`src/smq_pkg.sv`:
```
// Shared constants for the SRAM bus matrix and its quality-of-service arbiter.
package smq_pkg;
	localparam int N_MST = 3;
	localparam int N_SLV = 7;
	localparam int N_BRG = 4;
	localparam int N_DIR = 4;
	localparam int N_SPORT = 7;
	localparam logic [2:0] SLV_FLASH = 3'h0;
	localparam logic [2:0] SLV_SRAM_FIRST = 3'h4;
	localparam logic [1:0] QOS_BACKGROUND = 2'h0;
	localparam logic [1:0] QOS_BANDWIDTH = 2'h1;
	localparam logic [1:0] QOS_LATENCY = 2'h2;
	localparam logic [1:0] QOS_CRITICAL = 2'h3;
	localparam logic [1:0] QOS_TRACE_FIXED = 2'h3;
	localparam logic [1:0] QOS_DEBUG_FIXED = 2'h1;
	localparam logic [1:0] MST_CPU = 2'h0;
	localparam logic [1:0] MST_DEBUG = 2'h1;
	localparam logic [1:0] MST_DMA = 2'h2;
	localparam logic [2:0] PORT_TRACE = 3'h0;
	localparam logic [2:0] PORT_USB = 3'h1;
	localparam logic [2:0] PORT_DMA_WB = 3'h2;
	localparam logic [2:0] PORT_DMA_FETCH = 3'h3;
	localparam logic [2:0] PORT_CPU = 3'h4;
	localparam logic [2:0] PORT_DMA_DATA = 3'h5;
	localparam logic [2:0] PORT_DEBUG = 3'h6;
	localparam logic [31:0] ADDR_CPU_QOS = 32'h41007110;
	localparam logic [31:0] ADDR_STATUS = 32'h41007114;
	localparam logic [1:0] CPU_QOS_RESET = 2'h0;
	localparam int STAT_PORT_LSB = 0;
	localparam int STAT_QOS_LSB = 4;
	localparam logic [1:0] RESP_OKAY = 2'h0;
	localparam logic [1:0] RESP_SLVERR = 2'h2;
endpackage : smq_pkg

```
`src/smq_matrix.sv`:
```
// Crossbar bus matrix with SRAM quality-of-service arbitration and its register slave.
`timescale 1ns/1ps
module smq_matrix import smq_pkg::*; #(
	parameter int DW = 32,
	parameter int AW = 32
) (
	input wire logic mclk,
	input wire logic reset,
	input wire logic [N_MST-1:0] m_req,
	input wire logic [N_MST-1:0][2:0] m_sel,
	input wire logic [N_MST-1:0] m_we,
	input wire logic [N_MST-1:0][AW-1:0] m_addr,
	input wire logic [N_MST-1:0][DW-1:0] m_wdata,
	output logic [N_MST-1:0] m_gnt,
	output logic [N_MST-1:0] m_rvalid_q,
	output logic [N_MST-1:0][DW-1:0] m_rdata_q,
	output logic [N_BRG-1:0] s_valid_q,
	output logic [N_BRG-1:0] s_we_q,
	output logic [N_BRG-1:0][AW-1:0] s_addr_q,
	output logic [N_BRG-1:0][DW-1:0] s_wdata_q,
	output logic [N_BRG-1:0][1:0] s_mid_q,
	input wire logic [N_BRG-1:0][DW-1:0] s_rdata,
	input wire logic [N_DIR-1:0] d_req,
	input wire logic [N_DIR-1:0] d_we,
	input wire logic [N_DIR-1:0][AW-1:0] d_addr,
	input wire logic [N_DIR-1:0][DW-1:0] d_wdata,
	output logic [N_DIR-1:0] d_gnt,
	input wire logic [1:0] usb_qos,
	input wire logic [1:0] dma_wb_qos,
	input wire logic [1:0] dma_fetch_qos,
	input wire logic [1:0] dma_data_qos,
	output logic sram_valid_q,
	output logic [2:0] sram_port_q,
	output logic [1:0] sram_qos_q,
	output logic sram_we_q,
	output logic [AW-1:0] sram_addr_q,
	output logic [DW-1:0] sram_wdata_q,
	input wire logic [DW-1:0] sram_rdata,
	input wire logic [31:0] s_axi_awaddr,
	input wire logic s_axi_awvalid,
	output logic s_axi_awready,
	input wire logic [31:0] s_axi_wdata,
	input wire logic [3:0] s_axi_wstrb,
	input wire logic s_axi_wvalid,
	output logic s_axi_wready,
	output logic [1:0] s_axi_bresp,
	output logic s_axi_bvalid,
	input wire logic s_axi_bready,
	input wire logic [31:0] s_axi_araddr,
	input wire logic s_axi_arvalid,
	output logic s_axi_arready,
	output logic [31:0] s_axi_rdata,
	output logic [1:0] s_axi_rresp,
	output logic s_axi_rvalid,
	input wire logic s_axi_rready
);

	if (DW != 32) begin : g_dw_check
		$error("smq_matrix: DW must be 32");
	end
	if (AW < 2) begin : g_aw_check
		$error("smq_matrix: AW too small");
	end

	logic [1:0] cpu_qos_q;
	logic [N_SPORT-1:0] sreq;
	logic [N_SPORT-1:0] wait_q;
	logic [N_SPORT-1:0] elig;
	logic [N_SPORT-1:0][1:0] pqos;
	logic [N_SPORT-1:0] sgnt;
	logic sram_any;
	logic [2:0] win;
	logic [1:0] winq;
	logic [N_MST-1:0][2:0] mport;
	logic [N_MST-1:0] to_sram;
	logic [N_MST-1:0] pend_q;
	logic [N_MST-1:0] pend_sram_q;
	logic [N_MST-1:0][1:0] pend_slv_q;
	logic [2:0] last_port_q;
	logic [1:0] last_qos_q;

	// Fixed master numbering to SRAM port
	// Each master owns one matrix-side SRAM port
	assign mport[MST_CPU] = PORT_CPU;
	assign mport[MST_DEBUG] = PORT_DEBUG;
	assign mport[MST_DMA] = PORT_DMA_DATA;

	always_comb begin
		for (int m = 0; m < N_MST; m++) begin
			to_sram[m] = m_sel[m] >= SLV_SRAM_FIRST;
		end
		sreq = '0;
		sreq[N_DIR-1:0] = d_req;
		for (int m = 0; m < N_MST; m++) begin
			sreq[mport[m]] = m_req[m] & to_sram[m];
		end
	end

	// USB and DMA levels come from their masters
	// Trace and debug levels are fixed; the processor level comes from its register
	assign pqos[PORT_TRACE] = QOS_TRACE_FIXED;
	assign pqos[PORT_USB] = usb_qos;
	assign pqos[PORT_DMA_WB] = dma_wb_qos;
	assign pqos[PORT_DMA_FETCH] = dma_fetch_qos;
	assign pqos[PORT_CPU] = cpu_qos_q;
	assign pqos[PORT_DMA_DATA] = dma_data_qos;
	assign pqos[PORT_DEBUG] = QOS_DEBUG_FIXED;

	// Low levels must wait one cycle
	always_comb begin
		for (int p = 0; p < N_SPORT; p++) begin
			elig[p] = sreq[p] & ((pqos[p] >= QOS_LATENCY) | wait_q[p]);
		end
	end

	// A waiting port keeps its credit only while it still requests, so every new
	// low-level access pays the cycle again.
	always_ff @(posedge mclk) begin
		if (reset) begin
			wait_q <= '0;
		end else begin
			wait_q <= sreq & ~sgnt;
		end
	end

	// Level first, then lowest port number
	// Trace port wins ties with the processor
	always_comb begin
		sram_any = 1'b0;
		win = PORT_TRACE;
		winq = QOS_BACKGROUND;
		for (int p = 0; p < N_SPORT; p++) begin
			if (elig[p] && (!sram_any || pqos[p] > winq)) begin
				sram_any = 1'b1;
				win = 3'(p);
				winq = pqos[p];
			end
		end
		sgnt = '0;
		if (sram_any) begin
			sgnt[win] = 1'b1;
		end
	end

	assign d_gnt = sgnt[N_DIR-1:0];

	// Lowest master id wins a bridge slave
	always_comb begin
		for (int m = 0; m < N_MST; m++) begin
			if (to_sram[m]) begin
				m_gnt[m] = sgnt[mport[m]];
			end else begin
				m_gnt[m] = m_req[m];
				for (int o = 0; o < m; o++) begin
					if (m_req[o] && !to_sram[o] && m_sel[o] == m_sel[m]) begin
						m_gnt[m] = 1'b0;
					end
				end
			end
		end
	end

	// Access and its level go out together
	always_ff @(posedge mclk) begin
		if (reset) begin
			sram_valid_q <= 1'b0;
			sram_port_q <= PORT_TRACE;
			sram_qos_q <= QOS_BACKGROUND;
			sram_we_q <= 1'b0;
			sram_addr_q <= '0;
			sram_wdata_q <= '0;
		end else begin
			sram_valid_q <= sram_any;
			sram_port_q <= win;
			sram_qos_q <= winq;
			if (win < PORT_CPU) begin
				sram_we_q <= d_we[win[1:0]];
				sram_addr_q <= d_addr[win[1:0]];
				sram_wdata_q <= d_wdata[win[1:0]];
			end
			for (int m = 0; m < N_MST; m++) begin
				if (mport[m] == win) begin
					sram_we_q <= m_we[m];
					sram_addr_q <= m_addr[m];
					sram_wdata_q <= m_wdata[m];
				end
			end
		end
	end

	// Bridge and flash slaves driven in parallel
	for (genvar k = 0; k < N_BRG; k++) begin : g_slv
		always_ff @(posedge mclk) begin
			if (reset) begin
				s_valid_q[k] <= 1'b0;
				s_we_q[k] <= 1'b0;
				s_addr_q[k] <= '0;
				s_wdata_q[k] <= '0;
				s_mid_q[k] <= MST_CPU;
			end else begin
				s_valid_q[k] <= 1'b0;
				for (int m = 0; m < N_MST; m++) begin
					if (m_gnt[m] && !to_sram[m] && m_sel[m] == 3'(k)) begin
						s_valid_q[k] <= 1'b1;
						s_we_q[k] <= m_we[m];
						s_addr_q[k] <= m_addr[m];
						s_wdata_q[k] <= m_wdata[m];
						s_mid_q[k] <= 2'(m);
					end
				end
			end
		end
	end

	// Read data returns one cycle after the access leaves the matrix.
	for (genvar m = 0; m < N_MST; m++) begin : g_mst
		always_ff @(posedge mclk) begin
			if (reset) begin
				pend_q[m] <= 1'b0;
				pend_sram_q[m] <= 1'b0;
				pend_slv_q[m] <= SLV_FLASH[1:0];
				m_rvalid_q[m] <= 1'b0;
				m_rdata_q[m] <= '0;
			end else begin
				pend_q[m] <= m_gnt[m] & ~m_we[m];
				pend_sram_q[m] <= to_sram[m];
				pend_slv_q[m] <= m_sel[m][1:0];
				m_rvalid_q[m] <= pend_q[m];
				if (pend_q[m]) begin
					m_rdata_q[m] <= pend_sram_q[m] ? sram_rdata : s_rdata[pend_slv_q[m]];
				end
			end
		end
	end

	always_ff @(posedge mclk) begin
		if (reset) begin
			last_port_q <= PORT_TRACE;
			last_qos_q <= QOS_BACKGROUND;
		end else if (sram_any) begin
			last_port_q <= win;
			last_qos_q <= winq;
		end
	end

	// Register slave. Address and data may arrive in either order.
	logic aw_q;
	logic w_q;
	logic [31:0] awaddr_q;
	logic [31:0] wdata_q;
	logic [3:0] wstrb_q;

	assign s_axi_awready = ~aw_q & ~s_axi_bvalid;
	assign s_axi_wready = ~w_q & ~s_axi_bvalid;
	assign s_axi_arready = ~s_axi_rvalid;

	always_ff @(posedge mclk) begin
		if (reset) begin
			aw_q <= 1'b0;
			w_q <= 1'b0;
			awaddr_q <= '0;
			wdata_q <= '0;
			wstrb_q <= '0;
			s_axi_bvalid <= 1'b0;
			s_axi_bresp <= RESP_OKAY;
		end else begin
			if (s_axi_awvalid && s_axi_awready) begin
				aw_q <= 1'b1;
				awaddr_q <= s_axi_awaddr;
			end
			if (s_axi_wvalid && s_axi_wready) begin
				w_q <= 1'b1;
				wdata_q <= s_axi_wdata;
				wstrb_q <= s_axi_wstrb;
			end
			if (aw_q && w_q) begin
				aw_q <= 1'b0;
				w_q <= 1'b0;
				s_axi_bvalid <= 1'b1;
				s_axi_bresp <= (awaddr_q == ADDR_CPU_QOS || awaddr_q == ADDR_STATUS) ?
					RESP_OKAY : RESP_SLVERR;
			end else if (s_axi_bvalid && s_axi_bready) begin
				s_axi_bvalid <= 1'b0;
			end
		end
	end

	always_ff @(posedge mclk) begin
		if (reset) begin
			cpu_qos_q <= CPU_QOS_RESET;
		end else if (aw_q && w_q && awaddr_q == ADDR_CPU_QOS && wstrb_q[0]) begin
			cpu_qos_q <= wdata_q[1:0];
		end
	end

	always_ff @(posedge mclk) begin
		if (reset) begin
			s_axi_rvalid <= 1'b0;
			s_axi_rdata <= '0;
			s_axi_rresp <= RESP_OKAY;
		end else if (s_axi_arvalid && s_axi_arready) begin
			s_axi_rvalid <= 1'b1;
			s_axi_rresp <= RESP_OKAY;
			s_axi_rdata <= '0;
			if (s_axi_araddr == ADDR_CPU_QOS) begin
				s_axi_rdata[1:0] <= cpu_qos_q;
			end else if (s_axi_araddr == ADDR_STATUS) begin
				s_axi_rdata[STAT_PORT_LSB +: 3] <= last_port_q;
				s_axi_rdata[STAT_QOS_LSB +: 2] <= last_qos_q;
			end else begin
				s_axi_rresp <= RESP_SLVERR;
			end
		end else if (s_axi_rvalid && s_axi_rready) begin
			s_axi_rvalid <= 1'b0;
		end
	end

endmodule : smq_matrix

```
`config.mk`:
```
export PLATFORM = sky130hd
export DESIGN_NAME = smq_matrix
export DESIGN_NICKNAME = d
export VERILOG_FILES = /design/src/smq_pkg.sv /design/src/smq_matrix.sv
export SDC_FILE = /design/constraint.sdc
export NUM_CORES = 2
export LEC_CHECK = 0
export ABC_AREA = 1
export BUFFER_PORTS_ARGS = -buffer_cell sky130_fd_sc_hd__clkbuf_2
export CAP_MARGIN = 20
export CORE_AREA = 2 2 477 479
export CTS_CLUSTER_SIZE = 30
export DETAILED_ROUTE_END_ITERATION = 6
export DIE_AREA = 0 0 479 481
export PLACE_DENSITY = 0.41
export RECOVER_POWER = 50
export REMOVE_ABC_BUFFERS = 1
export SYNTH_ARGS = -nofsm -noshare
export SYNTH_HDL_FRONTEND = slang
export SYNTH_SLANG_ARGS = --single-unit
export TNS_END_PERCENT = 10
```
`constraint.sdc`:
```
create_clock -name mclk -period 15.68 [get_ports mclk]
set_input_delay 2.352 -clock mclk [delete_from_list [all_inputs] [get_ports mclk]]
set_output_delay 2.352 -clock mclk [all_outputs]
set_load 0.005 [all_outputs]
```
======== Word level (Yosys, flattened, before mapping) ========
Index checks and enable logic that the tools add are counted.
storage, ports and cells
  word-level logic and storage cells ...... 325
  register bits ........................... 516
  output and inout bits ................... 490
  input port bits ......................... 746
operators by class
  multiplexer cells ....................... 128
  reduce and logical (&&, ||, !) cells .... 70
  equality and inequality tests ........... 19
  $lt $le $gt $ge ......................... 21
  bitwise operators ....................... 28
operators by type and width
  operator                                                                  number
  32-bit two-way mux                                                        40
  32-bit binary-select mux with 2-bit select                                5
  32-bit by 31-bit equality test with 1-bit output (second input constant)  4
  2-bit two-way mux                                                         25
  1-bit two-way mux                                                         49
  1-bit logical AND                                                         35
  3-bit by 2-bit equality test with 1-bit output (second input constant)    6
  3-bit two-way mux                                                         6
  1-bit AND                                                                 14
  2-bit by 3-bit < comparator with 1-bit output (second input constant)     4
  2-bit nonzero test                                                        6
  3-bit nonzero test                                                        4
  2-bit greater-or-equal comparator (second input constant)                 5
  2-bit > comparator                                                        5
  2-bit OR reduction                                                        5
  3-bit by 1-bit equality test with 1-bit output (second input constant)    3
  3-bit equality test                                                       3
  3-bit equality test (first input constant)                                3
  3-bit greater-or-equal comparator (second input constant)                 3
  1-bit zero test                                                           9
  3-bit zero test                                                           3
  7-bit AND                                                                 1
  1-bit logical OR                                                          7
  7-bit two-way mux                                                         1
  10 further kinds                                                          20

======== Depth between registers and ports, before layout ========
  depth in word-level cells ............... 36
  mapped depth ............................ 53
  depth with buffers taken out ............ 51

======== Worst setup path after synthesis ========
No wires, ideal clock.
  path type ............................... input to output
  from .................................... in d_req[0]
  to ...................................... out d_gnt[0]
  setup slack ............................. 5.873 ns
  arrival ................................. 7.455 ns
  buffers on the path ..................... 2
  stages on the path ...................... 47
  cells stage by stage .................... inv_1 -> ha_1 -> nand2_1 -> nand2_1 -> nand2_1 -> nand2_1 -> nand2_1 -> o21ai_0 -> inv_1 -> ha_1 -> nor2_1 -> o2111ai_1 -> nand3_1 -> nand2_1 -> nand2_1 -> nand2_1 -> inv_1 -> ha_1 -> [... 11 more ...] -> nand2_1 -> nand3_1 -> and2_1 -> ha_1 -> inv_1 -> nor2_1 -> o21ai_0 -> nand2_1 -> nand2_1 -> or2_0 -> nand2_2 -> nand3_4 -> buf_6 -> buf_6 -> inv_1 -> nor2_1 -> nand2_1 -> nor3_1
on the way
  longest elaborated chain between the ends .. 30
  elaborated cells on any way between the ends .. 49
ends and longest elaborated chain
  element                                                                                                                                              line               RTL
  from (decl)                                                                                                                                          smq_matrix.sv:23   input wire logic [N_DIR-1:0] d_req,
  2-bit two-way mux or 1-bit two-way mux (tied branches)                                                                                               smq_matrix.sv:133  if (elig[p] && (!sram_any || pqos[p] > winq)) begin
  2-bit > comparator or 1-bit zero test (tied branches)                                                                                                smq_matrix.sv:133
  1-bit logical OR                                                                                                                                     smq_matrix.sv:133
  1-bit logical AND                                                                                                                                    smq_matrix.sv:133
  2-bit two-way mux or 1-bit two-way mux (tied branches)                                                                                               smq_matrix.sv:133
  2-bit > comparator or 1-bit zero test (tied branches)                                                                                                smq_matrix.sv:133
  1-bit logical OR                                                                                                                                     smq_matrix.sv:133
  1-bit logical AND                                                                                                                                    smq_matrix.sv:133
  [... 14 more ...]                                                                                                                                    -
  1-bit logical OR                                                                                                                                     smq_matrix.sv:133
  1-bit logical AND                                                                                                                                    smq_matrix.sv:133
  3-bit two-way mux                                                                                                                                    smq_matrix.sv:133
  3-bit by 4-bit < comparator with 1-bit output (implied by the code) or 3-bit by 1-bit greater-or-equal comparator with 1-bit output (tied branches)  smq_matrix.sv:141  sgnt[win] = 1'b1;
  1-bit logical AND (implied by the code)                                                                                                              smq_matrix.sv:141
  1-bit two-way mux (implied by the code)                                                                                                              smq_matrix.sv:141
  1-bit demux with 3-bit select                                                                                                                        smq_matrix.sv:141
  7-bit two-way mux *                                                                                                                                  smq_matrix.sv:140  if (sram_any) begin
  to (decl)                                                                                                                                            smq_matrix.sv:27   output logic [N_DIR-1:0] d_gnt,
Mark *: on every way between the ends. The rest lies on a longest branch, timed or not.

======== Worst setup path in the final report ========
  from .................................... in d_req[0]
  to ...................................... out m_gnt[2]
on the way
  longest elaborated chain between the ends .. 31
  elaborated cells on any way between the ends .. 50
ends and longest elaborated chain
  element                                                                                                                                              line               RTL
  2-bit two-way mux or 1-bit two-way mux (tied branches)                                                                                               smq_matrix.sv:133
  2-bit > comparator or 1-bit zero test (tied branches)                                                                                                smq_matrix.sv:133
  1-bit logical OR                                                                                                                                     smq_matrix.sv:133
  1-bit logical AND                                                                                                                                    smq_matrix.sv:133
  2-bit two-way mux or 1-bit two-way mux (tied branches)                                                                                               smq_matrix.sv:133
  2-bit > comparator or 1-bit zero test (tied branches)                                                                                                smq_matrix.sv:133
  1-bit logical OR                                                                                                                                     smq_matrix.sv:133
  1-bit logical AND                                                                                                                                    smq_matrix.sv:133
  [... 15 more ...]                                                                                                                                    -
  1-bit logical AND                                                                                                                                    smq_matrix.sv:133
  3-bit two-way mux                                                                                                                                    smq_matrix.sv:133
  3-bit by 4-bit < comparator with 1-bit output (implied by the code) or 3-bit by 1-bit greater-or-equal comparator with 1-bit output (tied branches)  smq_matrix.sv:141
  1-bit logical AND (implied by the code)                                                                                                              smq_matrix.sv:141
  1-bit two-way mux (implied by the code)                                                                                                              smq_matrix.sv:141
  1-bit demux with 3-bit select                                                                                                                        smq_matrix.sv:141
  7-bit two-way mux *                                                                                                                                  smq_matrix.sv:140
  1-bit two-way mux *                                                                                                                                  smq_matrix.sv:150  if (to_sram[m]) begin
  to (decl)                                                                                                                                            smq_matrix.sv:14   output logic [N_MST-1:0] m_gnt,
Marks and branches as above.

==> impl_metrics.env <==
export IMPL_io_buffers=1173
export IMPL_grt_pass1_vias=37876
export IMPL_cts_resized_gates=0
export IMPL_placeableCoreArea_mm2=0.226
export IMPL_synth_cell_types=47
export IMPL_grt_setup_unrepaired="no"
export IMPL_drive_gt1_share_pct=18.9
export IMPL_grt_usage_pct=19.7
export IMPL_crit_required_ns=13.33
export IMPL_die_y_um=481
export IMPL_grt_remaining_overflow=0
export IMPL_dpl_worst_slack_ns=3.60
export IMPL_drt_initial_drc_count=3378
export IMPL_cts_tree="built"
export IMPL_dr_pass1_iters=6
export IMPL_relSlewSlack_pct=-312
export IMPL_violations="max-capacitance violations, max-slew violations"
export IMPL_ys_async_sr_fraction_pct=0
export IMPL_final_core_utilization_pct=18.5
export IMPL_die_w_um=479
export IMPL_syn_area_per_cell_um2=6.44
export IMPL_clkSinkCount=513
export IMPL_nets=6483
export IMPL_synth_edf_count=0
export IMPL_tns_ns=0
export IMPL_drcViolationCount=0
export IMPL_hold_buffers=0
export IMPL_fin_crit_sh_pct=76.9
export IMPL_routed_wirelength_um=239000
export IMPL_yosys_area_top_type="dfxtp_1"
export IMPL_ant_nets=0
export IMPL_fill_cells=26261
export IMPL_fin_ws_ns=3.62
export IMPL_worstSetupStartpointType="input pin"
export IMPL_grt_antenna_before_repair=61
export IMPL_worst_pin_slew_ns=6.19
export IMPL_holdWs_ns=0.452
export IMPL_drv_slew=233
export IMPL_dpl_hpwl_um=174000
export IMPL_crit_path_frequent_cell="nand2_1"
export IMPL_grt_pass1_wl_um=320000
export IMPL_leakage_uw=0.0180
export IMPL_path_clk_slew_ns=0.06
export IMPL_post_cts_buffers=0
export IMPL_whs_path_depth=2
export IMPL_slowest_delay_ns=0.62
export IMPL_root_buffer="clkbuf_16"
export IMPL_die_area_mm2=0.230
export IMPL_io_pins=1236
export IMPL_min_to="awaddr_q[8]"
export IMPL_synth_yosys_seq_area_share_pct=33.1
export IMPL_cts_made_buffers=77
export IMPL_rr_worst_depth=43
export IMPL_area_growth_pct=34.4
export IMPL_reg2reg_to="sram_wdata_q[17]"
export IMPL_vdd_ir_drop_max_uv=67.8
export IMPL_maxCapViolCount=4
export IMPL_ys_top_cells_by_area="dfxtp_1 (33%), o21ai_0 (12%), a21oi_1 (11%), nand2_1 (9.9%), inv_1 (5.8%)"
export IMPL_total_power_uw=4420
export IMPL_status="finished, violations left"
export IMPL_place_gp_congestion=0.936
export IMPL_num_vias=40075
export IMPL_syn_cell_area_mm2=0.0310
export IMPL_max_clock_freq_mhz=82.9
export IMPL_ys_warn_count=0
export IMPL_synth_ff_type="dfxtp_1"
export IMPL_synth_most_common_cell="nand2_1"
export IMPL_crit_fanout=39
export IMPL_worstPathArrival_ns=9.71
export IMPL_grt_max_degree=160
export IMPL_worstSetupPathType="in2out"
export IMPL_powerDensity_mw_per_mm2=106
export IMPL_htree_levels=3
export IMPL_hp_start="awaddr_q[8]"
export IMPL_syn_inst=4815
export IMPL_critPathSlowestCell="nand2_4"
export IMPL_r2r_slack_ns=7.02
export IMPL_hold_violations=0
export IMPL_start_util_pct=13.7
export IMPL_wl_per_cell_um=27.1
export IMPL_setup_violations=0
export IMPL_hold_class="reg2reg"
export IMPL_ys_ff_latch=513
export IMPL_clk_latency_ns=0.69
export IMPL_cts_buffer_depth=3
export IMPL_core_rowCount=175
export IMPL_crit_path_end_kind="primary output"
export IMPL_r2r_start="wait_q[1]"
export IMPL_synth_top_area_share_pct=33.1
export IMPL_min_period_ns=12.06
export IMPL_synthTopCellsByCount="nand2_1 (817), o21ai_0 (748), a21oi_1 (674)"
export IMPL_skew_ns=0.0332
export IMPL_drt_vias_per_instance=4.54
[report_power, final]
part	total [uW]	switching [uW]	internal [uW]	leakage [uW]
Sequential	1480	66.0	1420	0.00421
Combinational	1130	790	340	0.0125
Clock	1810	750	1060	0.00126
Total	4420	1610	2820	0.0180
[cell usage in the layout (no fill, tap or decap), types with 6 or more instances in the layout]
| master | netlist | layout |
|---|---|---|
| a211oi_1 | 6 | 6 |
| a21oi_1 | 674 | 674 |
| buf_4 | 37 | 75 |
| clkbuf_1 | 331 | 411 |
| clkbuf_16 | 0 | 78 |
| clkbuf_2 | 5 | 781 |
| clkbuf_8 | 0 | 16 |
| clkinv_2 | 1 | 12 |
| conb_1 | 1 | 29 |
| dfxtp_1 | 513 | 510 |
| diode_2 | 0 | 33 |
| ha_1 | 8 | 8 |
| inv_1 | 477 | 464 |
| inv_2 | 12 | 16 |
| inv_4 | 0 | 8 |
| mux2i_1 | 65 | 65 |
| nand2_1 | 817 | 816 |
| nand3_1 | 229 | 228 |
| nand4_1 | 8 | 8 |
| nor2_1 | 287 | 283 |
| nor3_2 | 0 | 7 |
| nor4_1 | 8 | 8 |
| o2111ai_1 | 65 | 65 |
| o211ai_1 | 204 | 204 |
| o21ai_0 | 748 | 748 |
| o21ai_1 | 42 | 42 |
| o22ai_1 | 96 | 96 |
| or2_2 | 64 | 64 |
[flip-flops by register name (all words and copies together) (netlist names), 4 cells and up]
signal and count:
wait_q 6, s_addr_q 128, m_rdata_q 96, sram_wdata_q 32, s_mid_q 8, s_wdata_q 128
sram_addr_q 32, pend_slv_q 6, s_axi_rdata 5, awaddr_q 32, s_we_q 4, s_valid_q 4
[critical path: cells and delay by family]
kind                       cells  cell delay, ns
AOI/OAI and AO/OA              6            0.91
buffers and inverters          9            0.77
adders and majority gates      5            1.40
and+or+nand+nor               27            4.18
[stage by stage]
stage               std cells  area (um^2)
finish                   8828        41700
floorplan                4395        29100
detailed placement       8659        39600
CTS                      8795        42100
global route             8809        41600
global placement         8659        39600
[routing by layer]
metal / GRT usage [%] / part of all wire [%] / up-vias
met2: 32.7 / 46 / 2016
met3: 6.03 / 9.3 / 380
met1: 23.2 / 40 / 19484
met4: 8.82 / 4.4 / 24
li1: - / - / 18171
met5: 0 / 0.063 / -
[cell families after synthesis]
family / share of synthesized area [%]
AOI/OAI and AO/OA: 32.7
xor gates and xnor gates: 0.0848
adders and majority gates: 0.323
buffers and inverters: 12.4
DFF: 33.1
muxes: 2.10
other: 0.0121
and+or+nand+nor: 19.3
[area by class of cell]
cell class                 instances  area (um^2)  share of cell area [%]
multi-input combinational       3388        17100                    41.0
tap                             3009         3760                    9.03
antenna                           33         82.6                   0.198
clock inverter                    26          335                   0.804
clock buffer                     110         2230                    5.35
sequential                       513        10300                    24.6
inverter                         494         1880                    4.50
timing repair buffer            1255         6020                    14.4
[worst max-delay path by stage]
stage,from,endpoint,cells past startpoint
floorplan,m_sel[2],s_addr_q[0],10
global placement,d_req[0],m_gnt[2],47
detailed placement,d_req[0],m_gnt[2],47
CTS,d_req[0],m_gnt[2],47
global route,d_req[0],m_gnt[2],47
finish,d_req[0],m_gnt[2],47
(Power assumes the default switching activity.)
